$ cat src/verilog/intr_flag_pkg.sv
package intr_flag_pkg;

  // Register file geometry: six address bits, four data bits.
  localparam int ADDR_W  = 6;
  localparam int DATA_W  = 4;
  localparam int NUM_SRC = 3;
  localparam int VEC_W   = 4;

  // Register file locations served by this block.
  localparam logic [ADDR_W-1:0] ADDR_PIN_STATUS = 6'h0F;
  localparam logic [ADDR_W-1:0] ADDR_EDGE_SEL   = 6'h1F;
  localparam logic [ADDR_W-1:0] ADDR_ENABLE     = 6'h2F;
  localparam logic [ADDR_W-1:0] ADDR_SERIAL_REQ = 6'h3D;
  localparam logic [ADDR_W-1:0] ADDR_TIMER_REQ  = 6'h3E;
  localparam logic [ADDR_W-1:0] ADDR_PIN_REQ    = 6'h3F;

  // Source indices, also the bit positions inside the enable register.
  localparam int SRC_PIN    = 0;
  localparam int SRC_TIMER  = 1;
  localparam int SRC_SERIAL = 2;

  // Field positions.
  localparam int FLAG_BIT        = 0;
  localparam int EDGE_SEL_LO_BIT = 0;
  localparam int EDGE_SEL_HI_BIT = 1;

  // Edge select codes; every other code means both edges.
  localparam logic [1:0] EDGE_RISE = 2'h0;
  localparam logic [1:0] EDGE_FALL = 2'h1;

  // Vector addresses handed to the core sequencer.
  localparam logic [VEC_W-1:0] VEC_NONE   = 4'h0;
  localparam logic [VEC_W-1:0] VEC_PIN    = 4'h3;
  localparam logic [VEC_W-1:0] VEC_TIMER  = 4'h2;
  localparam logic [VEC_W-1:0] VEC_SERIAL = 4'h1;

  // Per-source tables, indexed by the source index.
  localparam logic [NUM_SRC-1:0][ADDR_W-1:0] PEND_ADDR =
    {ADDR_SERIAL_REQ, ADDR_TIMER_REQ, ADDR_PIN_REQ};
  localparam logic [NUM_SRC-1:0][VEC_W-1:0] SRC_VEC =
    {VEC_SERIAL, VEC_TIMER, VEC_PIN};

  // Reset values.
  localparam logic [1:0]         RST_EDGE_SEL = 2'h0;
  localparam logic [NUM_SRC-1:0] RST_ENABLE   = 3'h0;
  localparam logic               RST_PEND     = 1'h0;
  localparam logic               RST_ACCEPT   = 1'h0;
  localparam logic [DATA_W-1:0]  RST_RD_DATA  = 4'h0;
  localparam logic [1:0]         RST_SYNC     = 2'h0;

endpackage : intr_flag_pkg

$ cat src/verilog/interrupt_flag_control.sv
`timescale 1ns/1ps

// How it works
// Flag sets on request, clears on acceptance.
// Each source has its own enable bit.
// Enable instruction sets global accept flag.
// Global accept flag is never readable.
// Disable instruction clears global accept flag.
// Reset clears global accept flag.
// Pin flag sets on selected pin edge.
// Select 00 rising, 01 falling, else both.
// Timer flag sets on count match.
// Serial flag sets on transfer end.
// Pin status is live; pin flag holds.
// Writes to pin status do nothing.
// Software write 0 cancels, 1 raises.
// Pending read shows raised or held request.
// Timer restart bit clears timer flag.
// Stop instruction clears timer flag.
// Priority pin, timer, serial; vectors 3,2,1.
// Accept needs global, enable and pending.
// Unused upper bits read zero, ignore writes.
module interrupt_flag_control (
  // Clock and reset.
  input  wire logic                        core_clk,
  input  wire logic                        rst_n,
  // Register file access from the core.
  input  wire logic                        reg_wr_en,
  input  wire logic                        reg_rd_en,
  input  wire logic [intr_flag_pkg::ADDR_W-1:0] reg_addr,
  input  wire logic [intr_flag_pkg::DATA_W-1:0] reg_wr_data,
  output logic      [intr_flag_pkg::DATA_W-1:0] reg_rd_data_r,
  // Interrupt sources.
  input  wire logic                        int_pin,
  input  wire logic                        timer_match,
  input  wire logic                        serial_done,
  // Instruction strobes from the core sequencer.
  input  wire logic                        accept_on_instr,
  input  wire logic                        accept_off_instr,
  input  wire logic                        timer_restart_bit,
  input  wire logic                        stop_instr,
  input  wire logic                        intr_ack,
  // Request toward the core sequencer.
  output logic                             intr_request_r,
  output logic      [intr_flag_pkg::VEC_W-1:0]  intr_vector_r
);

  import intr_flag_pkg::*;

  // Stored state.
  logic [1:0]         edge_sel_r;          // Pin edge select field.
  logic [NUM_SRC-1:0] enable_r;            // Per-source enable flags.
  logic [NUM_SRC-1:0] pend_r;              // Per-source pending flags.
  logic               global_accept_flag_r; // Global accept, hidden.

  // Next values.
  logic [1:0]         edge_sel_nxt;        // Edge select next value.
  logic [NUM_SRC-1:0] enable_nxt;          // Enable flags next value.
  logic [NUM_SRC-1:0] pend_nxt;            // Pending flags next value.
  logic               accept_nxt;          // Global accept next value.
  logic               request_nxt;         // Request line next value.
  logic [VEC_W-1:0]   vector_nxt;          // Vector next value.
  logic [DATA_W-1:0]  rd_data_nxt;         // Read data next value.
  logic [DATA_W-1:0]  rd_mux;              // Selected register image.

  // Named views of the fields, for readability.
  wire pin_edge_sel_lo   = edge_sel_r[EDGE_SEL_LO_BIT];
  wire pin_edge_sel_hi   = edge_sel_r[EDGE_SEL_HI_BIT];
  wire pin_req_enable    = enable_r[SRC_PIN];
  wire timer_req_enable  = enable_r[SRC_TIMER];
  wire serial_req_enable = enable_r[SRC_SERIAL];
  wire timer_req_pending  = pend_r[SRC_TIMER];
  wire serial_req_pending = pend_r[SRC_SERIAL];
  wire pin_req_pending    = pend_r[SRC_PIN];

  // Pin conditioning results.
  wire pin_level;                          // Synchronised pin level.
  wire pin_edge;                           // Selected edge, one cycle.

  // Write decode.
  wire wr_edge_sel = reg_wr_en && (reg_addr == ADDR_EDGE_SEL);
  wire wr_enable   = reg_wr_en && (reg_addr == ADDR_ENABLE);
  wire wr_bit      = reg_wr_data[FLAG_BIT];
  wire [NUM_SRC-1:0] wr_pend;              // Write hits a pending flag.

  // Event gathering per source.
  wire [NUM_SRC-1:0] src_event;            // Hardware request pulses.
  wire [NUM_SRC-1:0] src_side_clr;         // Extra clears per source.
  wire [NUM_SRC-1:0] ack_src;              // Acceptance of each source.
  wire [NUM_SRC-1:0] armed;                // Pending, enabled, accepted.

  // An acknowledge only counts while a request is actually shown, so a
  // stray strobe from the core cannot clear a flag that was never offered.
  wire ack_fire = intr_ack && intr_request_r;

  // Pin synchroniser and edge selection.
  pin_edge_detect u_pin_edge (
    .core_clk  (core_clk),
    .rst_n     (rst_n),
    .pin_raw   (int_pin),
    .edge_sel  ({pin_edge_sel_hi, pin_edge_sel_lo}),
    .pin_level (pin_level),
    .pin_edge  (pin_edge)
  );

  // Hardware request sources, one per flag.
  assign src_event[SRC_PIN]    = pin_edge;
  assign src_event[SRC_TIMER]  = timer_match;
  assign src_event[SRC_SERIAL] = serial_done;

  // Only the timer flag has clears beyond acceptance and software.
  assign src_side_clr[SRC_PIN]    = 1'h0;
  assign src_side_clr[SRC_TIMER]  = timer_restart_bit |
                                    stop_instr;
  assign src_side_clr[SRC_SERIAL] = 1'h0;

  // A request needs all three permissions at once.
  assign armed = pend_r & enable_r &
                 {NUM_SRC{global_accept_flag_r}};

  // One pending flag per source. The set terms beat every clear term, so
  // an event landing in the same cycle as a cancel or an acceptance is
  // kept; the cost is that software cannot cancel a request that fires
  // in exactly the cycle of its write.
  genvar gi;
  generate
    for (gi = 0; gi < NUM_SRC; gi++) begin : g_pend
      wire set_term;
      wire clr_term;

      assign wr_pend[gi] = reg_wr_en && (reg_addr == PEND_ADDR[gi]);
      assign ack_src[gi] = ack_fire && (intr_vector_r == SRC_VEC[gi]);

      // Source event or a written 1 raises the flag.
      assign set_term = src_event[gi] |
                        (wr_pend[gi] & wr_bit);
      // Acceptance, a written 0 or a side clear drops it.
      assign clr_term = ack_src[gi] |
                        (wr_pend[gi] & ~wr_bit) |
                        src_side_clr[gi];

      // Hold the flag until something clears it; the pin flag stays up
      // after the pin returns, whatever the live level does.
      assign pend_nxt[gi] = set_term ? 1'h1 :
                            clr_term ? 1'h0 :
                            pend_r[gi];

      // Flag storage.
      always_ff @(posedge core_clk or negedge rst_n) begin
        if (!rst_n) begin
          pend_r[gi] <= RST_PEND;
        end else begin
          pend_r[gi] <= pend_nxt[gi];
        end
      end
    end
  endgenerate

  // Only the defined low bits are stored; upper written bits are dropped.
  assign edge_sel_nxt = wr_edge_sel ? reg_wr_data[1:0] :
                        edge_sel_r;
  assign enable_nxt   = wr_enable ? reg_wr_data[NUM_SRC-1:0] :
                        enable_r;

  // Global accept flag. Disable wins over enable when both arrive, and
  // acceptance drops the flag so the single-level stack is not overrun;
  // software enables again before returning.
  always_comb begin
    accept_nxt = global_accept_flag_r;
    if (accept_off_instr) begin
      accept_nxt = 1'h0;
    end else if (ack_fire) begin
      accept_nxt = 1'h0;
    end else if (accept_on_instr) begin
      accept_nxt = 1'h1;
    end
  end

  // Fixed priority: pin, then timer, then serial. The request is dropped
  // in the acceptance cycle because the flags only clear one edge later.
  always_comb begin
    request_nxt = (|armed) && !ack_fire;
    vector_nxt  = VEC_NONE;
    if (armed[SRC_PIN]) begin
      vector_nxt = VEC_PIN;
    end else if (armed[SRC_TIMER]) begin
      vector_nxt = VEC_TIMER;
    end else if (armed[SRC_SERIAL]) begin
      vector_nxt = VEC_SERIAL;
    end
    if (!request_nxt) begin
      vector_nxt = VEC_NONE;
    end
  end

  // Read selection. The global accept flag has no location at all, and
  // the pin status has no write decode, so writes to it vanish.
  always_comb begin
    case (reg_addr)
      ADDR_PIN_STATUS: rd_mux = {3'h0, pin_level};
      ADDR_EDGE_SEL:   rd_mux = {2'h0, edge_sel_r};
      ADDR_ENABLE:     rd_mux = {1'h0, serial_req_enable,
                                 timer_req_enable, pin_req_enable};
      ADDR_SERIAL_REQ: rd_mux = {3'h0, serial_req_pending};
      ADDR_TIMER_REQ:  rd_mux = {3'h0, timer_req_pending};
      ADDR_PIN_REQ:    rd_mux = {3'h0, pin_req_pending};
      default:         rd_mux = 4'h0;
    endcase
  end

  // Read data is captured on the strobe and held until the next one.
  assign rd_data_nxt = reg_rd_en ? rd_mux : reg_rd_data_r;

  // Control register storage.
  always_ff @(posedge core_clk or negedge rst_n) begin
    if (!rst_n) begin
      edge_sel_r <= RST_EDGE_SEL;
      enable_r   <= RST_ENABLE;
    end else begin
      edge_sel_r <= edge_sel_nxt;
      enable_r   <= enable_nxt;
    end
  end

  // Global accept storage; reset leaves every interrupt blocked.
  always_ff @(posedge core_clk or negedge rst_n) begin
    if (!rst_n) begin
      global_accept_flag_r <= RST_ACCEPT;
    end else begin
      global_accept_flag_r <= accept_nxt;
    end
  end

  // Output registers toward the core.
  always_ff @(posedge core_clk or negedge rst_n) begin
    if (!rst_n) begin
      intr_request_r <= 1'h0;
      intr_vector_r  <= VEC_NONE;
      reg_rd_data_r  <= RST_RD_DATA;
    end else begin
      intr_request_r <= request_nxt;
      intr_vector_r  <= vector_nxt;
      reg_rd_data_r  <= rd_data_nxt;
    end
  end
endmodule : interrupt_flag_control

$ cat src/verilog/pin_edge_detect.sv
`timescale 1ns/1ps

module pin_edge_detect
  import intr_flag_pkg::*;
(
  // Clock and reset.
  input  wire logic       core_clk,
  input  wire logic       rst_n,
  // Raw pin and edge choice.
  input  wire logic       pin_raw,
  input  wire logic [1:0] edge_sel,
  // Synchronised level and one-cycle edge pulse.
  output logic            pin_level,
  output logic            pin_edge
);

  logic [1:0] sync_r;   // Two-stage synchroniser, bit 0 is the first stage.
  logic       prev_r;   // Previous synchronised level for edge detection.
  wire        rise;     // Low to high seen on the synchronised level.
  wire        fall;     // High to low seen on the synchronised level.

  // The pin is asynchronous, so only the second stage is ever looked at.
  always_ff @(posedge core_clk or negedge rst_n) begin
    if (!rst_n) begin
      sync_r <= RST_SYNC;
      prev_r <= 1'h0;
    end else begin
      sync_r <= {sync_r[0], pin_raw};
      prev_r <= sync_r[1];
    end
  end

  assign pin_level = sync_r[1];
  assign rise      = sync_r[1] & ~prev_r;
  assign fall      = ~sync_r[1] & prev_r;

  // Code 00 takes rising, 01 falling, anything else both edges.
  assign pin_edge = (edge_sel == EDGE_RISE) ? rise :
                    (edge_sel == EDGE_FALL) ? fall :
                    (rise | fall);

endmodule : pin_edge_detect
$ cat config.mk
export PLATFORM = sky130hd
export DESIGN_NAME = interrupt_flag_control
export DESIGN_NICKNAME = d
export VERILOG_FILES = /design/src/verilog/intr_flag_pkg.sv /design/src/verilog/interrupt_flag_control.sv /design/src/verilog/pin_edge_detect.sv
export SDC_FILE = /design/constraint.sdc
export NUM_CORES = 1
export LEC_CHECK = 0
export BUFFER_PORTS_ARGS = -buffer_cell sky130_fd_sc_hd__buf_2
export CORE_ASPECT_RATIO = 0.8
export CORE_MARGIN = 4
export CORE_UTILIZATION = 50
export CTS_CLUSTER_DIAMETER = 100
export DETAILED_ROUTE_END_ITERATION = 7
export GPL_ROUTABILITY_DRIVEN = 0
export PLACE_DENSITY_LB_ADDON = 0.1
export SLEW_MARGIN = 20
export SYNTH_ARGS = -nofsm -noshare
export SYNTH_HDL_FRONTEND = slang
export SYNTH_SLANG_ARGS = --single-unit
export TNS_END_PERCENT = 1
$ cat constraint.sdc
create_clock -name core_clk -period 2 [get_ports core_clk]
set_input_delay 0.3 -clock core_clk [delete_from_list [all_inputs] [get_ports core_clk]]
set_output_delay 0.3 -clock core_clk [all_outputs]
set_load 0.01 [all_outputs]
-- After elaboration in Yosys (flattened, before gate mapping)
Cells that the tools add are included.
Widths: inputs -> output; s select.
- flip-flop bits (word level): 21
- input bits: 22
- output and inout port bits: 9
- logic and storage cells: 76
- eq/ne operators: 10
- mux-type cells: 16
- bitwise logic cells: 22
- reductions and logical operators: 17
- operators with widths (operator ; count):
    $eq 6x6->1 const B ; 4
    $pmux 3 s6 ; 1
    $mux 1 ; 12
    $logic_and 1x1->1 ; 10
    $or 1x1->1 ; 9
    $and 1x1->1 ; 8
    $eq 4x2->1 const B ; 2
    $mux 4 ; 2
    $and 3x3->3 ; 2
    $eq 6x4->1 const B ; 1
    $eq 6x5->1 const B ; 1
    $reduce_bool 2->1 ; 3
    $eq 4x1->1 const B ; 1
    $not 1->1 ; 3
    $reduce_bool 3->1 ; 1
    $reduce_or 3->1 ; 1
    $eq 2x1->1 const B ; 1
    $logic_not 2->1 ; 1
    $mux 2 ; 1
    $logic_not 1->1 ; 1

-- Logic depth before layout (Yosys ltp)
- word-level depth: 7
- gate-level depth with buffers: 5
- mapped depth without buffers: 5

-- Hierarchy
A second synthesis with hierarchy kept.
- cells, all modules: 85
- area, all modules: 957.2 um^2
- modules (own cells, without submodules) (module ; times used ; cells an instance ; area each (um^2) ; seq. area each (um^2)):
    interrupt_flag_control ; 1 ; 76 ; 829.5 ; 375.4
    pin_edge_detect ; 1 ; 9 ; 127.6 ; 75.1

-- Least setup slack after synthesis
OpenSTA, ideal clock, no wires.
- path kind: register to register
- start point: reg pend_r[0] (netlist: pin_req_pending)
- end point: reg reg_rd_data_r[0] in the netlist's numbering
- setup time: 0.126 ns
- arrival time: 1.142 ns
- required time: 1.874 ns
- path slack: 0.732 ns
- cell stages (with the launch flop): 3
- path buffers: 0
- period minus slack after synthesis: 1.268 ns
- cells stage by stage: dfrtp_1 mux4_2 a221o_1
- word-level cells in the longest chain between the ends: 1
- ends and longest elaborated chain (element ; line ; RTL):
    start, declared ; interrupt_flag_control.sv:53 ; logic [NUM_SRC-1:0] pend_r;
    start signal, assigned by index ; interrupt_flag_control.sv:153 ; pend_r[gi] <= pend_nxt[gi];
    $pmux 3 s6 ; interrupt_flag_control.sv:199 ; case (reg_addr)
    end signal, assigned ; interrupt_flag_control.sv:243 ; reg_rd_data_r <= rd_data_nxt;
    end, declared ; interrupt_flag_control.sv:32 ; output logic [intr_flag_pkg::DATA_W-1:0] reg_rd_data_r,
Every way passes these cells.
A chain may end at the register's enable or synchronous reset.

-- Final worst setup path
Same ends and word-level chain as after synthesis.

==> metrics.txt <==
outcome=finished clean; Leak Pwr=0.534 nW; Main synth FF type=dfrtp_1; Place WS=568 ps; CTS buffer count=3; Clock Sinks=18; htree depth=1; register area share after synthesis=48.9%; r2r endpoint=reg_rd_data_r[0]; Power Total=756 µW; Setup CP Type=reg2reg; Vias=739; synthesized cell area=921 µm²; mean routed wirelength per cell=14.0 µm; final worst slack=665 ps; P per Cell Area=681 mW/mm²; top cells by count, synth=dfrtp_1, inv_1, mux2_2, nand2_1, nor2_1; io pins=31; clk_lat worst skew=290 ps; Die H=46.4 µm; drt total wl=1870 µm; Post-Syn Instances=81; vias in the first global route=720; top-count cell post-synth=dfrtp_1; Tmin final=1340 ps; Setup Skew=1.26 ps; Tot GR Track Use=17.3%; final setup vio count=0; maxcap violations=0; Min-Delay Startpoint=int_pin; ranking of synthesized cells by area=dfrtp_1, mux2_2, ha_1; nets=136; pin count of the biggest net entering global routing=19; FMAX=0.749 GHz; first-pass GRT wire length=3290 µm; Max Buffers Root-to-Sink=2; period utilization=66.8%; final core occ=65.6%; post-synthesis average cell area=11.4 µm²; Synth top area share=48.9%; RSZ-0062 raised after global routing=false; VDD IR max=525 µV; crit path launch=pin_req_pending; IO Port Bufs=26; gr ovfl total=0; Critical Path, Cell by Cell=mux4_2, a221o_1; Worst-path clk slew=100 ps; initial antenna violation count=0; Final Hold Viols=0; PostCTS Resize Cnt=0; worst min-delay path class=in2reg; Layout area overhead=20.5%; num rows=13; proportion of layout cells with a drive suffix above 1=37.8%; slowest library cell on the worst path=mux4_2; Max Slew Vio Count=0; Post-route DRC=0; flops & latches, synth=18; # fillers=155; WHS Path Cells=1; critical path capture point type=register; Via density=5.56; Required @ worst endpoint=2180 ps; FF-to-FF Start=pin_req_pending; Post-synth EDFFs=0; FF-to-FF path depth=2; Critical Path Source Type=register; Max stage delay on crit path=470 ps; core area=0.00169 mm²; CTS tree=done; synth unique cells=37; post-synthesis async set-or-reset flop share=100%; Syn. warnings=0; width of the die=56.0 µm; DP Area=0.00106 mm²; # Post-CTS Setup Buffers=0; diodes inserted=0; critical path arrival=1520 ps; CP max FO=4; CTS Root Cell=clkbuf_4; initial drt markers=14; TNS Setup=0 ps; final instance area=0.00111 mm²; DR pass1 iterations=4; Hold Path End=u_pin_edge.sync_r[0]; most area-hungry cell type in the Yosys netlist=dfrtp_1; initial core utilization=54.4%; Final ANT Viol Nets=0; R2R Setup Slk=660 ps; die area=0.00260 mm²; post-DP HPWL=1500 µm
## worst max-delay path: cells and delay by family (launching register included)
kind            cells  cell delay (ps)
flops               1              430
compound gates      1              330
mux                 1              470
## state kept, by name, summed over array words and instances (netlist names)
register              cells
intr_request_r            1
u_pin_edge.prev_r         1
reg_rd_data_r             3
serial_req_pending        1
u_pin_edge.sync_r         2
global_accept_flag_r      1
timer_req_pending         1
intr_vector_r             2
pin_req_pending           1
edge_sel_r                2
enable_r                  3
## per-layer routing
metal | part of all wire, % | GRT usage, %
met3 | 13 | 8.40
met2 | 42 | 27.5
met4 | 0.54 | 4.27
met1 | 45 | 21.5
met5 | 0 | 0
## layout by cell type (no fill, tap or decap), drive strengths merged, types with 2 or more instances in the layout
cell type	count
buf	26
dfrtp	18
nand2	6
inv	5
nor2	5
mux2	5
nand3	4
clkbuf	4
o21ai	3
conb	3
nor3b	2
nand3b	2
a22o	2
mux2i	2
ha	2
and2b	2
and4b	2
## cell type report
cell class / instances / area [µm²] / area share, %
clock buffers: 4 / 36.3 / 3.27
inverters: 5 / 18.8 / 1.69
multi-input cells: 57 / 437 / 39.3
flip-flops and latches: 18 / 450 / 40.6
well taps: 22 / 27.5 / 2.48
repair buffers: 27 / 140 / 12.6
## metrics by stage
stage	std cells	hold slack, ps
after floorplan	83	4.41
after global placement	128	253
after detailed placement	128	253
after CTS	133	117
after global routing	133	101
final	133	122
## cells by family (layout without fill, tap and decap cells)
| group | Yosys count | in the layout | synth area share (%) |
|---|---|---|---|
| AOI/OAI and AO/OA | 16 | 16 | 13.3 |
| DFF | 18 | 18 | 48.9 |
| and+or+nand+nor | 28 | 28 | 19.4 |
| muxes | 8 | 8 | 10.7 |
| adders and majority gates | 2 | 2 | 2.72 |
| buffers and inverters | 8 | 36 | 4.48 |
| other | 1 | 3 | 0.407 |
## where the power goes
part,switching [mW],internal [mW]
Clock,0.111,0.111
Combinational,0.0569,0.0591
Sequential,0.0275,0.391
## worst max path at each step
| stage | cells after the start | endpoint | slack, ps |
|---|---|---|---|
| final | 2 | reg_rd_data_r[0] | 660 |
| after global placement | 4 | enable_r[2] | 580 |
| after floorplan | 2 | reg_rd_data_r[0] | 730 |
| after detailed placement | 4 | enable_r[2] | 570 |
| after global routing | 2 | reg_rd_data_r[0] | 630 |
| after CTS | 2 | reg_rd_data_r[0] | 660 |
## what timing repair did
| action | in CTS | in global routing |
|---|---|---|
| endpoints found under the hold margin | 18 | 0 |
| hold buffers | 1 | 0 |
| setup endpoints to repair | 0 | 0 |
Power figures use the tool's default switching activity.
